<file path="src/gtm_pkg.sv">
// package: constants and types for the timing and time mark block
package gtm_pkg;
  // ---------------------------------------------------------------
  // clock and timing
  // ---------------------------------------------------------------
  localparam int unsigned CLK_HZ       = 50_000_000;
  localparam int unsigned CLK_PERIOD_NS = 20;
  localparam int unsigned PPS_PERIOD_S = 1;
  localparam int unsigned PPS_CYCLES   = CLK_HZ * PPS_PERIOD_S;
  localparam int unsigned PPS_HIGH_MS  = 100;
  localparam int unsigned PPS_HIGH_CYC = CLK_HZ / 1000 * PPS_HIGH_MS;
  localparam int unsigned RAW_RATE_HZ  = 5;
  localparam int unsigned RAW_CYCLES   = CLK_HZ / RAW_RATE_HZ;
  // second pulse: half period in cycles, 1/60 Hz to 25 MHz
  localparam int unsigned TP2_SLOW_S   = 60;
  localparam int unsigned TP2_FAST_HZ  = 10_000_000;
  localparam logic [31:0] TP2_HALF_MAX = 32'(CLK_HZ / 2 * TP2_SLOW_S);
  localparam logic [31:0] TP2_HALF_MIN = 32'(1);
  localparam logic [31:0] TP2_HALF_RST = 32'(CLK_HZ / 2);
  // ---------------------------------------------------------------
  // widths
  // ---------------------------------------------------------------
  localparam int unsigned TIME_W  = 32;
  localparam int unsigned SUB_W   = 32;
  localparam int unsigned CNT_W   = 16;
  localparam int unsigned DEV_W   = 16;
  localparam int unsigned SAT_W   = 4;
  localparam int unsigned MEAS_W  = 32;
  localparam logic [CNT_W-1:0] CNT_ONE = 16'h0001;

  // timing mode setting from the host
  typedef enum logic [1:0] {
    GTM_MODE_OFF    = 2'h0,
    GTM_MODE_SURVEY = 2'h1,
    GTM_MODE_FIXED  = 2'h3
  } gtm_mode_t;

  // internal timing state, gray along off->survey->fixed
  typedef enum logic [1:0] {
    GTM_ST_OFF    = 2'h0,
    GTM_ST_SURVEY = 2'h1,
    GTM_ST_FIXED  = 2'h3
  } gtm_state_t;
endpackage : gtm_pkg

</file>
<file path="src/gtm_tp2_gen.sv">
// second time pulse generator: programmable square wave
module gtm_tp2_gen
  import gtm_pkg::*;
(
  input  wire logic        i_ref_clk,
  input  wire logic        i_rst_n,
  input  wire logic        i_en,
  input  wire logic [31:0] i_half_period,
  output logic             o_pulse
);
  import gtm_pkg::*;

  logic [31:0] count;
  logic [31:0] half_clamped;
  wire         too_small = i_half_period < TP2_HALF_MIN;
  wire         too_large = i_half_period > TP2_HALF_MAX;
  wire         at_end    = count >= (half_clamped - TP2_HALF_MIN);
  wire  [31:0] next_count = at_end ? 32'h0 : count + 32'h1;

  // out-of-range settings are clamped, never silently stall
  always_comb
  begin
    half_clamped = i_half_period;
    if (too_small)
      half_clamped = TP2_HALF_MIN;
    else if (too_large)
      half_clamped = TP2_HALF_MAX;
  end

  always_ff @(posedge i_ref_clk)
  begin
    if (!i_rst_n || !i_en)
    begin
      count   <= 32'h0;
      o_pulse <= 1'b0;
    end
    else
    begin
      count <= next_count;
      if (at_end)
        o_pulse <= ~o_pulse;
    end
  end
endmodule : gtm_tp2_gen

</file>
<file path="src/gtm_timing.sv">
// timing block: time mode, time pulses, time mark and raw records
// ---------------------------------------------------------------
// ---------------------------------------------------------------
module gtm_timing
  import gtm_pkg::*;
(
  input  wire logic              i_ref_clk,
  input  wire logic              i_rst_n,
  input  gtm_pkg::gtm_mode_t     i_mode,
  input  wire logic              i_fixed_pos_load,
  input  wire logic [DEV_W-1:0]  i_dev_max,
  input  wire logic [DEV_W-1:0]  i_dev_now,
  input  wire logic              i_dev_valid,
  input  wire logic [SAT_W-1:0]  i_sats_used,
  input  wire logic [31:0]       i_tp2_half_period,
  input  wire logic              i_mark_cfg_wr,
  input  wire logic              i_mark_cfg_en,
  input  wire logic              i_use_utc,
  input  wire logic [TIME_W-1:0] i_utc_offset_s,
  input  wire logic              i_external_mark_input,
  input  wire logic [MEAS_W-1:0] i_carrier_phase,
  input  wire logic [MEAS_W-1:0] i_code_phase,
  input  wire logic [MEAS_W-1:0] i_doppler,
  output gtm_pkg::gtm_state_t    o_state,
  output logic                   o_corr_active,
  output logic                   o_timing_valid,
  output logic                   o_timepulse,
  output logic                   o_timepulse2,
  output logic                   o_mark_valid,
  output logic                   o_mark_rising,
  output logic [TIME_W-1:0]      o_mark_sec,
  output logic [SUB_W-1:0]       o_mark_ns,
  output logic [CNT_W-1:0]       o_mark_rise_count,
  output logic [CNT_W-1:0]       o_mark_fall_count,
  output logic                   o_raw_valid,
  output logic [MEAS_W-1:0]      o_raw_carrier,
  output logic [MEAS_W-1:0]      o_raw_code,
  output logic [MEAS_W-1:0]      o_raw_doppler
);
  import gtm_pkg::*;

  // ---------------------------------------------------------------
  // time mode state machine
  // ---------------------------------------------------------------
  gtm_state_t state;
  gtm_state_t next_state;

  wire survey_done = i_dev_valid && (i_dev_now <= i_dev_max);

  always_comb
  begin
    next_state = state;
    case (i_mode)
      GTM_MODE_OFF:    next_state = GTM_ST_OFF;
      GTM_MODE_SURVEY:
      begin
        // once converged the survey result is kept as fixed
        if (state == GTM_ST_SURVEY && survey_done)
          next_state = GTM_ST_FIXED;
        else if (state == GTM_ST_OFF)
          next_state = GTM_ST_SURVEY;
      end
      GTM_MODE_FIXED:
      begin
        if (i_fixed_pos_load)
          next_state = GTM_ST_FIXED;
      end
      default:         next_state = GTM_ST_OFF;
    endcase
  end

  wire next_corr = (next_state == GTM_ST_FIXED);
  // the fixed state keeps timing with a single satellite, other states need four
  wire sats_ok   = next_corr ? (i_sats_used != '0)
                             : (i_sats_used >= SAT_W'(4));

  always_ff @(posedge i_ref_clk)
  begin
    if (!i_rst_n)
    begin
      state          <= GTM_ST_OFF;
      o_state        <= GTM_ST_OFF;
      o_corr_active  <= 1'b0;
      o_timing_valid <= 1'b0;
    end
    else
    begin
      state          <= next_state;
      o_state        <= next_state;
      o_corr_active  <= next_corr;
      o_timing_valid <= sats_ok;
    end
  end

  // ---------------------------------------------------------------
  // primary pulse and local time base
  // ---------------------------------------------------------------
  logic [31:0]       pps_cnt;
  logic [TIME_W-1:0] sec_cnt;
  wire               pps_wrap  = pps_cnt == 32'(PPS_CYCLES - 1);
  wire  [31:0]       next_pps  = pps_wrap ? 32'h0 : pps_cnt + 32'h1;
  wire               pps_high  = next_pps < 32'(PPS_HIGH_CYC);

  always_ff @(posedge i_ref_clk)
  begin
    if (!i_rst_n)
    begin
      pps_cnt     <= 32'h0;
      sec_cnt     <= '0;
      o_timepulse <= 1'b0;
    end
    else
    begin
      pps_cnt     <= next_pps;
      o_timepulse <= pps_high;
      if (pps_wrap)
        sec_cnt <= sec_cnt + TIME_W'(1);
    end
  end

  gtm_tp2_gen u_tp2
  (
    .i_ref_clk     (i_ref_clk),
    .i_rst_n       (i_rst_n),
    .i_en          (1'b1),
    .i_half_period (i_tp2_half_period),
    .o_pulse       (o_timepulse2)
  );

  // ---------------------------------------------------------------
  // time mark on the external input
  // ---------------------------------------------------------------
  logic mark_en;
  logic mark_prev;
  wire  mark_rise = i_external_mark_input && !mark_prev;
  wire  mark_fall = !i_external_mark_input && mark_prev;
  wire  mark_edge = mark_en && (mark_rise || mark_fall);
  // 20 ns stamp resolution, well below a microsecond
  wire [SUB_W-1:0]  stamp_ns  = SUB_W'(pps_cnt * CLK_PERIOD_NS);
  wire [TIME_W-1:0] stamp_sec = i_use_utc ? sec_cnt - i_utc_offset_s
                                          : sec_cnt;

  always_ff @(posedge i_ref_clk)
  begin
    if (!i_rst_n)
    begin
      mark_en           <= 1'b0;
      mark_prev         <= 1'b0;
      o_mark_valid      <= 1'b0;
      o_mark_rising     <= 1'b0;
      o_mark_sec        <= '0;
      o_mark_ns         <= '0;
      o_mark_rise_count <= '0;
      o_mark_fall_count <= '0;
    end
    else
    begin
      if (i_mark_cfg_wr)
        mark_en <= i_mark_cfg_en;
      mark_prev    <= i_external_mark_input;
      o_mark_valid <= mark_edge;
      if (mark_edge)
      begin
        o_mark_rising <= mark_rise;
        o_mark_sec    <= stamp_sec;
        o_mark_ns     <= stamp_ns;
      end
      if (mark_edge && mark_rise)
        o_mark_rise_count <= o_mark_rise_count + CNT_ONE;
      if (mark_edge && mark_fall)
        o_mark_fall_count <= o_mark_fall_count + CNT_ONE;
    end
  end

  // ---------------------------------------------------------------
  // raw measurement records
  // ---------------------------------------------------------------
  logic [31:0] raw_cnt;
  wire         raw_tick = raw_cnt == 32'(RAW_CYCLES - 1);

  always_ff @(posedge i_ref_clk)
  begin
    if (!i_rst_n)
    begin
      raw_cnt       <= 32'h0;
      o_raw_valid   <= 1'b0;
      o_raw_carrier <= '0;
      o_raw_code    <= '0;
      o_raw_doppler <= '0;
    end
    else
    begin
      raw_cnt     <= raw_tick ? 32'h0 : raw_cnt + 32'h1;
      o_raw_valid <= raw_tick;
      if (raw_tick)
      begin
        o_raw_carrier <= i_carrier_phase;
        o_raw_code    <= i_code_phase;
        o_raw_doppler <= i_doppler;
      end
    end
  end
endmodule : gtm_timing

</file>
<file path="config.mk">
export PLATFORM = sky130hd
export DESIGN_NAME = gtm_timing
export DESIGN_NICKNAME = d
export VERILOG_FILES = /design/src/gtm_pkg.sv /design/src/gtm_tp2_gen.sv /design/src/gtm_timing.sv
export SDC_FILE = /design/constraint.sdc
export NUM_CORES = 1
export LEC_CHECK = 0
export BUFFER_PORTS_ARGS = -buffer_cell sky130_fd_sc_hd__buf_2
export CORE_MARGIN = 8
export CORE_UTILIZATION = 35
export CTS_BUF_LIST = sky130_fd_sc_hd__clkbuf_16
export CTS_CLUSTER_SIZE = 28
export DETAILED_ROUTE_END_ITERATION = 7
export PLACE_DENSITY = 0.61
export SLEW_MARGIN = 20
export SYNTH_ARGS = -nofsm -noshare
export SYNTH_HDL_FRONTEND = slang
export SYNTH_SLANG_ARGS = --single-unit
</file>
<file path="constraint.sdc">
create_clock -name i_ref_clk -period 7.8 [get_ports i_ref_clk]
set_input_delay 0.78 -clock i_ref_clk [delete_from_list [all_inputs] [get_ports i_ref_clk]]
set_output_delay 0.78 -clock i_ref_clk [all_outputs]
set_load 0.02 [all_outputs]
</file>
### Word-level counts from Yosys, hierarchy flattened

Cells that the tools add are included.

* flip-flop bits (word level): 329
* bits in latches: 0
* memory bits (writable): 0
* ROM bits: 0
* input bits: 206
* logic and storage cells: 67
* memories: 0

* $add $sub $neg: 8
* multipliers: 1
* divide/modulo/power cells: 0
* $lt $le $gt $ge: 6
* equal/unequal tests: 6
* shift-type cells: 0
* muxes and demuxes: 9
* bitwise operators: 2
* reductions and logical operators: 14

Operators by type and width (count)
* $add A32 B1 Y32 const B: 4
* $mux W32: 4
* $add A16 B1 Y16 const B: 2
* $eq A32 B24 Y1 const B: 1
* $eq A32 B26 Y1 const B: 1
* $ge A32 B32 Y1: 1
* $gt A32 B31 Y1 const B: 1
* $lt A32 B1 Y1 const B: 1
* $lt A32 B23 Y1 const B: 1
* $mul A32 B3 Y30 const B: 1
* $sub A32 B1 Y32 const B: 1
* $sub A32 B32 Y32: 1
* $le A16 B16 Y1: 1
* $logic_and A1 B1 Y1: 7
* $mux W2: 3
* $eq A2 B1 Y1 const B: 2
* $eq A2 B2 Y1 const B: 2
* $ge A4 B3 Y1 const B: 1
* $pmux W2 S2: 1
* $reduce_bool A4 Y1: 1
* $reduce_or A2 Y1: 2
* $logic_not A1 Y1: 2
* $logic_not A2 Y1: 1
* $not A1 Y1: 2
* other kinds (2): 2

### Longest topological paths before layout

* word-level depth: 7
* mapped depth: 28

### Modules after synthesis

A second synthesis with hierarchy kept.

* cell total of the unflattened synthesis: 2359
* area total of the unflattened synthesis: 18606.6 um^2

Modules (own cells, without submodules)
* gtm_timing: times used 1, cells an instance 1961, area an instance 15569.9 um^2
* gtm_tp2_gen: times used 1, cells an instance 398, area an instance 3036.7 um^2

### Least setup slack after synthesis

OpenSTA, ideal clock, no wires.

* path type: input-to-reg
* start point: input i_tp2_half_period[20]
* end point: register u_tp2.count[10]
* arrival: 5879 ps
* required time: 7735 ps
* path slack: 1856 ps
* stages on the path: 26
* path buffers: 3
* cell sequence: or3_1 > nor4b_1 > a221oi_1 > nand2b_1 > nand2_1 > clkbuf_1 > a21oi_1 > ha_1 > inv_1 > or3_1 > clkbuf_1 > nand2b_1 > nor3_1 > nand3b_1 > xnor2_1 > nand2_1 > ha_1 > a21o_1 > a21o_1 > a21o_1 > a21o_1 > a21o_1 > a221oi_1 > nand2_1 > clkbuf_1 > nor2_1

* longest elaborated chain between the ends: 6
* elaborated cells on any way between the ends: 7
* those cells by class: add/sub: 1; order compare: 3; mux: 2; reduce/logical: 1

Ends and longest elaborated chain
* from (decl): line gtm_timing.sv:15 `input wire logic [31:0] i_tp2_half_period,`
* $gt A32 B31 Y1: line gtm_tp2_gen.sv:16 `wire too_large = i_half_period > TP2_HALF_MAX;`
* $mux W32: line gtm_tp2_gen.sv:26 `else if (too_large)`
* $mux W32 *: line gtm_tp2_gen.sv:24 `if (too_small)`
* $sub A32 B1 Y32 *: line gtm_tp2_gen.sv:17 `wire at_end = count >= (half_clamped - TP2_HALF_MIN);`
* $ge A32 B32 Y1 *: line gtm_tp2_gen.sv:17
* $reduce_or A2 Y1 (no line) *
* to (signal assigned): line gtm_tp2_gen.sv:39 `count <= next_count;`
* to (decl): line gtm_tp2_gen.sv:13 `logic [31:0] count;`

Every way passes the cells marked *; elsewhere a longest branch is shown, timed or not.
A chain may end at the register's enable or synchronous reset.

### Final worst setup path

* start point: input i_tp2_half_period[20]
* end point: register u_tp2.count[23]

Same word-level chain as after synthesis.

==> results.md <==
- The wire-length estimate of the detail-placed layout is 43600 um.
- The max-slew violation total from the final report is 0.
- VDD sags by at most 0.118 mV.
- For this run, the leading register cell type out of synthesis is dfxtp_1.
- The count of final hold-check violations is 0.
- The post-cts gate resize count is 0.
- Of the total power, the share spent switching nets is 0.256.
- Entering global routing, the biggest net connects 110 pins.
- After routing, the total negative slack on setup checks comes to 0 ps.
- The number of cells on the worst reg-to-reg path is 12.
- The routed layout has 17406 vias.
- The final weighted congestion in routability-driven placement is 0.874.
- The design draws 3770 uW.
- The first TritonRoute pass finished after 4 iterations.
- The total area inside the core boundary comes to 52300 um^2.
- Across the routed clock network, the largest skew measured is 22.5 ps.
- The cell count after synthesis is 2319.
- Tracing the worst setup path back leads to its startpoint at i_tp2_half_period[20].
- The share of total power dissipated in the clock network is 0.473.
- During placement, the flow inserted port buffers numbering 404.
- The worst min-delay path category is input port to flop.
- The share of the Yosys chip area taken by registers is 0.358.
- Setup repair after global routing left no endpoint under its margin.
- The area share of the largest cell type after synthesis is 0.358.
- After synthesis, the cell types taking the most area are dfxtp_1, ha_1, nand2_1.
- The pin slew with the least headroom to its limit is 1100 ps.
- The share of synthesized registers carrying an async set or reset is 0.
- The cell type contributing the most total cell area after synthesis is dfxtp_1.
- The relative slew slack is 0.269.
- Averaged over all synthesized cells, the footprint is 7.94 um^2.
- Buffers inserted during clock tree synthesis total 41.
- In this run, post-CTS hold repair placed 0 buffers.
- The I/O pin total is 407.
- The area overhead of the layout relative to synthesis is 20.9%.
- The mean number of vias per cell is 5.12.
- The internal power component is 2800 uW.
- In the final layout, the share of cells above drive strength 1 is 0.184.
- The first-pass GRT wire length is 89600 um.
- The critical path launch point type is an input port.
- The cell area that synthesis handed to floorplanning was 18400 um^2.
- The number of storage elements in the synthesis netlist is 329.
- The vertical die dimension is 245 um.
- The power per standard cell area is 169 nW/um^2.
- The wire length reported by the detailed router is 57800 um.
- The worst hold path stage count is 3.
- Counting flops with a built-in enable in the synthesized netlist gives 0.
- In the synthesized netlist, the cells that appear most often are nand2_1, dfxtp_1, nor2_1.
- The number of routed nets with antenna violations is 0.
- Static timing analysis puts the maximum clock frequency at 156 MHz.
- The number of antenna violations at the first check in global routing is 3.
- By startpoint and endpoint, the worst setup path is classified as input port to flop.
- The most frequently used cell type in the post-synthesis netlist is nand2_1.
- Dividing the final minimum period by the clock period gives 0.821.
- Counting I/O delays and the setup requirement, the final critical path takes 6410 ps.
- Dividing the detail-routed wire length by the instance count gives 17.0 um.
- Summed over all cells, the static leakage comes to 0.0100 uW.
- The first routing iteration left 962 violations.
- The total number of nets in the final design is 3026.
- For this design the total switching power over the nets is 963 uW.
- The number of buffers on the longest clock path is 3.
- The number of global-route vias before repair is 16583.
- The count of unique library cells instantiated by Yosys is 73.
- Setup violations remaining at the end of the flow were counted as 0.
- The total number of placement rows is 84.
- The die area is 60200 um^2.
- The critical register-to-register path startpoint is pps_cnt[3].
- At the worst endpoint, the arrival time is 6900 ps.
- The max capacitance violation total is 0.
- The initial core utilization is 0.352.
- Clock-pin slew was measured on the worst setup and hold paths at 60 ps.
- The share of power burned in combinational logic is 0.073.
- TritonCTS built the clock tree.
- For this run the aggregate overflow at the end of global routing stands at 0.
- The count of unresolved DRC violations after routing is 0.
- Counting the fill cells in the layout gives 5347.
- The flow ran to the end, and the final reports show no timing, DRC or antenna violations.
- The required time reported for the critical path endpoint is 8300 ps.
- The number of synthesis warnings is 0.
- The depth of the CTS H-tree is 2.
- The biggest fanout along the worst timing path is 31.
- The clock sink total is 329.
- The share of total power dissipated in sequential elements is 0.454.
- The clock insertion delay at the later pin of the skew report is 580 ps.
- Post-CTS timing repair inserted 0 buffers for setup.
- The global-route usage over all layers is 0.179.
- The kind of end point of the critical path is a flop.
- The worst hold path startpoint is i_code_phase[16].
- The cell chosen for the clock root is clkbuf_16.
- The width of the die is 245 um.
[state kept, by name, indices dropped and copies added (netlist names), 2 cells and up]
register,cells
sec_cnt,32
o_mark_rise_count,16
u_tp2.count,32
o_raw_carrier,32
o_mark_ns,30
pps_cnt,32
o_raw_doppler,32
raw_cnt,32
o_mark_sec,32
o_mark_fall_count,16
o_raw_code,32
state,2
[kinds of logic (layout without fill, tap and decap cells)]
group           after synthesis  after routing  synth area share
flops                       329            329             0.358
fa+ha+maj                   143            143            0.0979
simple gates                980            980             0.250
compound gates              468            468             0.153
mux                          17             17           0.00924
xor+xnor                    198            198            0.0941
buf+inv                     182            567            0.0378
other cells                   2              7          0.000408
[cell type report]
class	count	area [um^2]	share of cell area
clock inverter	30	213	0.00955
tap	688	861	0.0387
antenna	4	10.0	0.000450
multi-input combinational	1809	11200	0.501
inverter	82	313	0.0140
sequential	329	6590	0.296
timing repair buffer	414	2100	0.0942
clock buffer	41	1030	0.0461
[per-stage QoR]
stage / std cells / setup slack [ps] / area (um^2) / hold WS [ps] / utilization
floorplan: 2320 / 1860 / 18400 / 430 / -
global placement: 3322 / 954 / 21000 / 435 / 0.402
detailed placement: 3322 / 861 / 21000 / 440 / 0.402
CTS: 3393 / 1460 / 22300 / 402 / 0.425
global route: 3395 / 960 / 22300 / 410 / 0.425
finish: 3397 / 1390 / 22300 / 441 / 0.425
[path summary, 6_finish.rpt]
kind | end | slack (ps)
worst min-delay path | o_raw_code[16] | 440
worst min register to register | o_raw_doppler[21] | 450
worst max register to register | o_mark_ns[29] | 4250
worst max-delay path | u_tp2.count[23] | 1390
[per-layer routing]
layer  part of all wire  vias up  GRT usage  routed length, um
met3              0.046       90     0.0303               2660
met2               0.49      380      0.310              28300
met4              0.025        2     0.0570               1420
li1                   -     8772          -                  -
met5            0.00021        -          0                 12
met1               0.44     8162      0.226              25400
[worst max-delay path: stages]
cell and delay (ps):
buf_2 130, or3_1 410, nor4b_1 580, a221oi_1 160, nand2b_1 260, nand2_1 240
a21oi_1 280, ha_1 300, inv_1 130, or3_1 480, nand2b_1 200, nor3_1 470
nand3b_1 160, xnor2_1 190, nand2_1 100, ha_1 300, a21o_1 170, a21o_1 170
a21o_1 170, a21o_1 170, a21o_1 160, a221oi_1 400, nand2_1 100, buf_4 250
nor2_1 150
[power groups by stage]
stage,clock network (uW),logic (uW),registers (uW)
2_1_floorplan,0,144,1760
3_3_place_gp,0,271,1750
3_5_place_dp,0,277,1750
4_1_cts,1840,279,1710
5_1_grt,1910,307,1710
6_report,1780,276,1710
[placed cells by master (no fill, tap or decap), types with 16 or more instances in the layout]
master | netlist | routed
a211oi_1 | 24 | 24
a21o_1 | 47 | 47
a21oi_1 | 221 | 221
and3_1 | 43 | 43
buf_2 | 5 | 404
clkbuf_16 | 0 | 41
dfxtp_1 | 329 | 329
ha_1 | 141 | 141
inv_1 | 82 | 90
mux2i_1 | 17 | 17
nand2_1 | 365 | 365
nand2b_1 | 20 | 19
nand3_1 | 78 | 78
nand4_1 | 54 | 54
nor2_1 | 241 | 241
nor2b_1 | 17 | 16
nor3_1 | 35 | 34
nor4_1 | 22 | 22
o21ai_0 | 77 | 77
or3_1 | 42 | 41
xnor2_1 | 80 | 80
xor2_1 | 118 | 118
(Power assumes the default switching activity.)
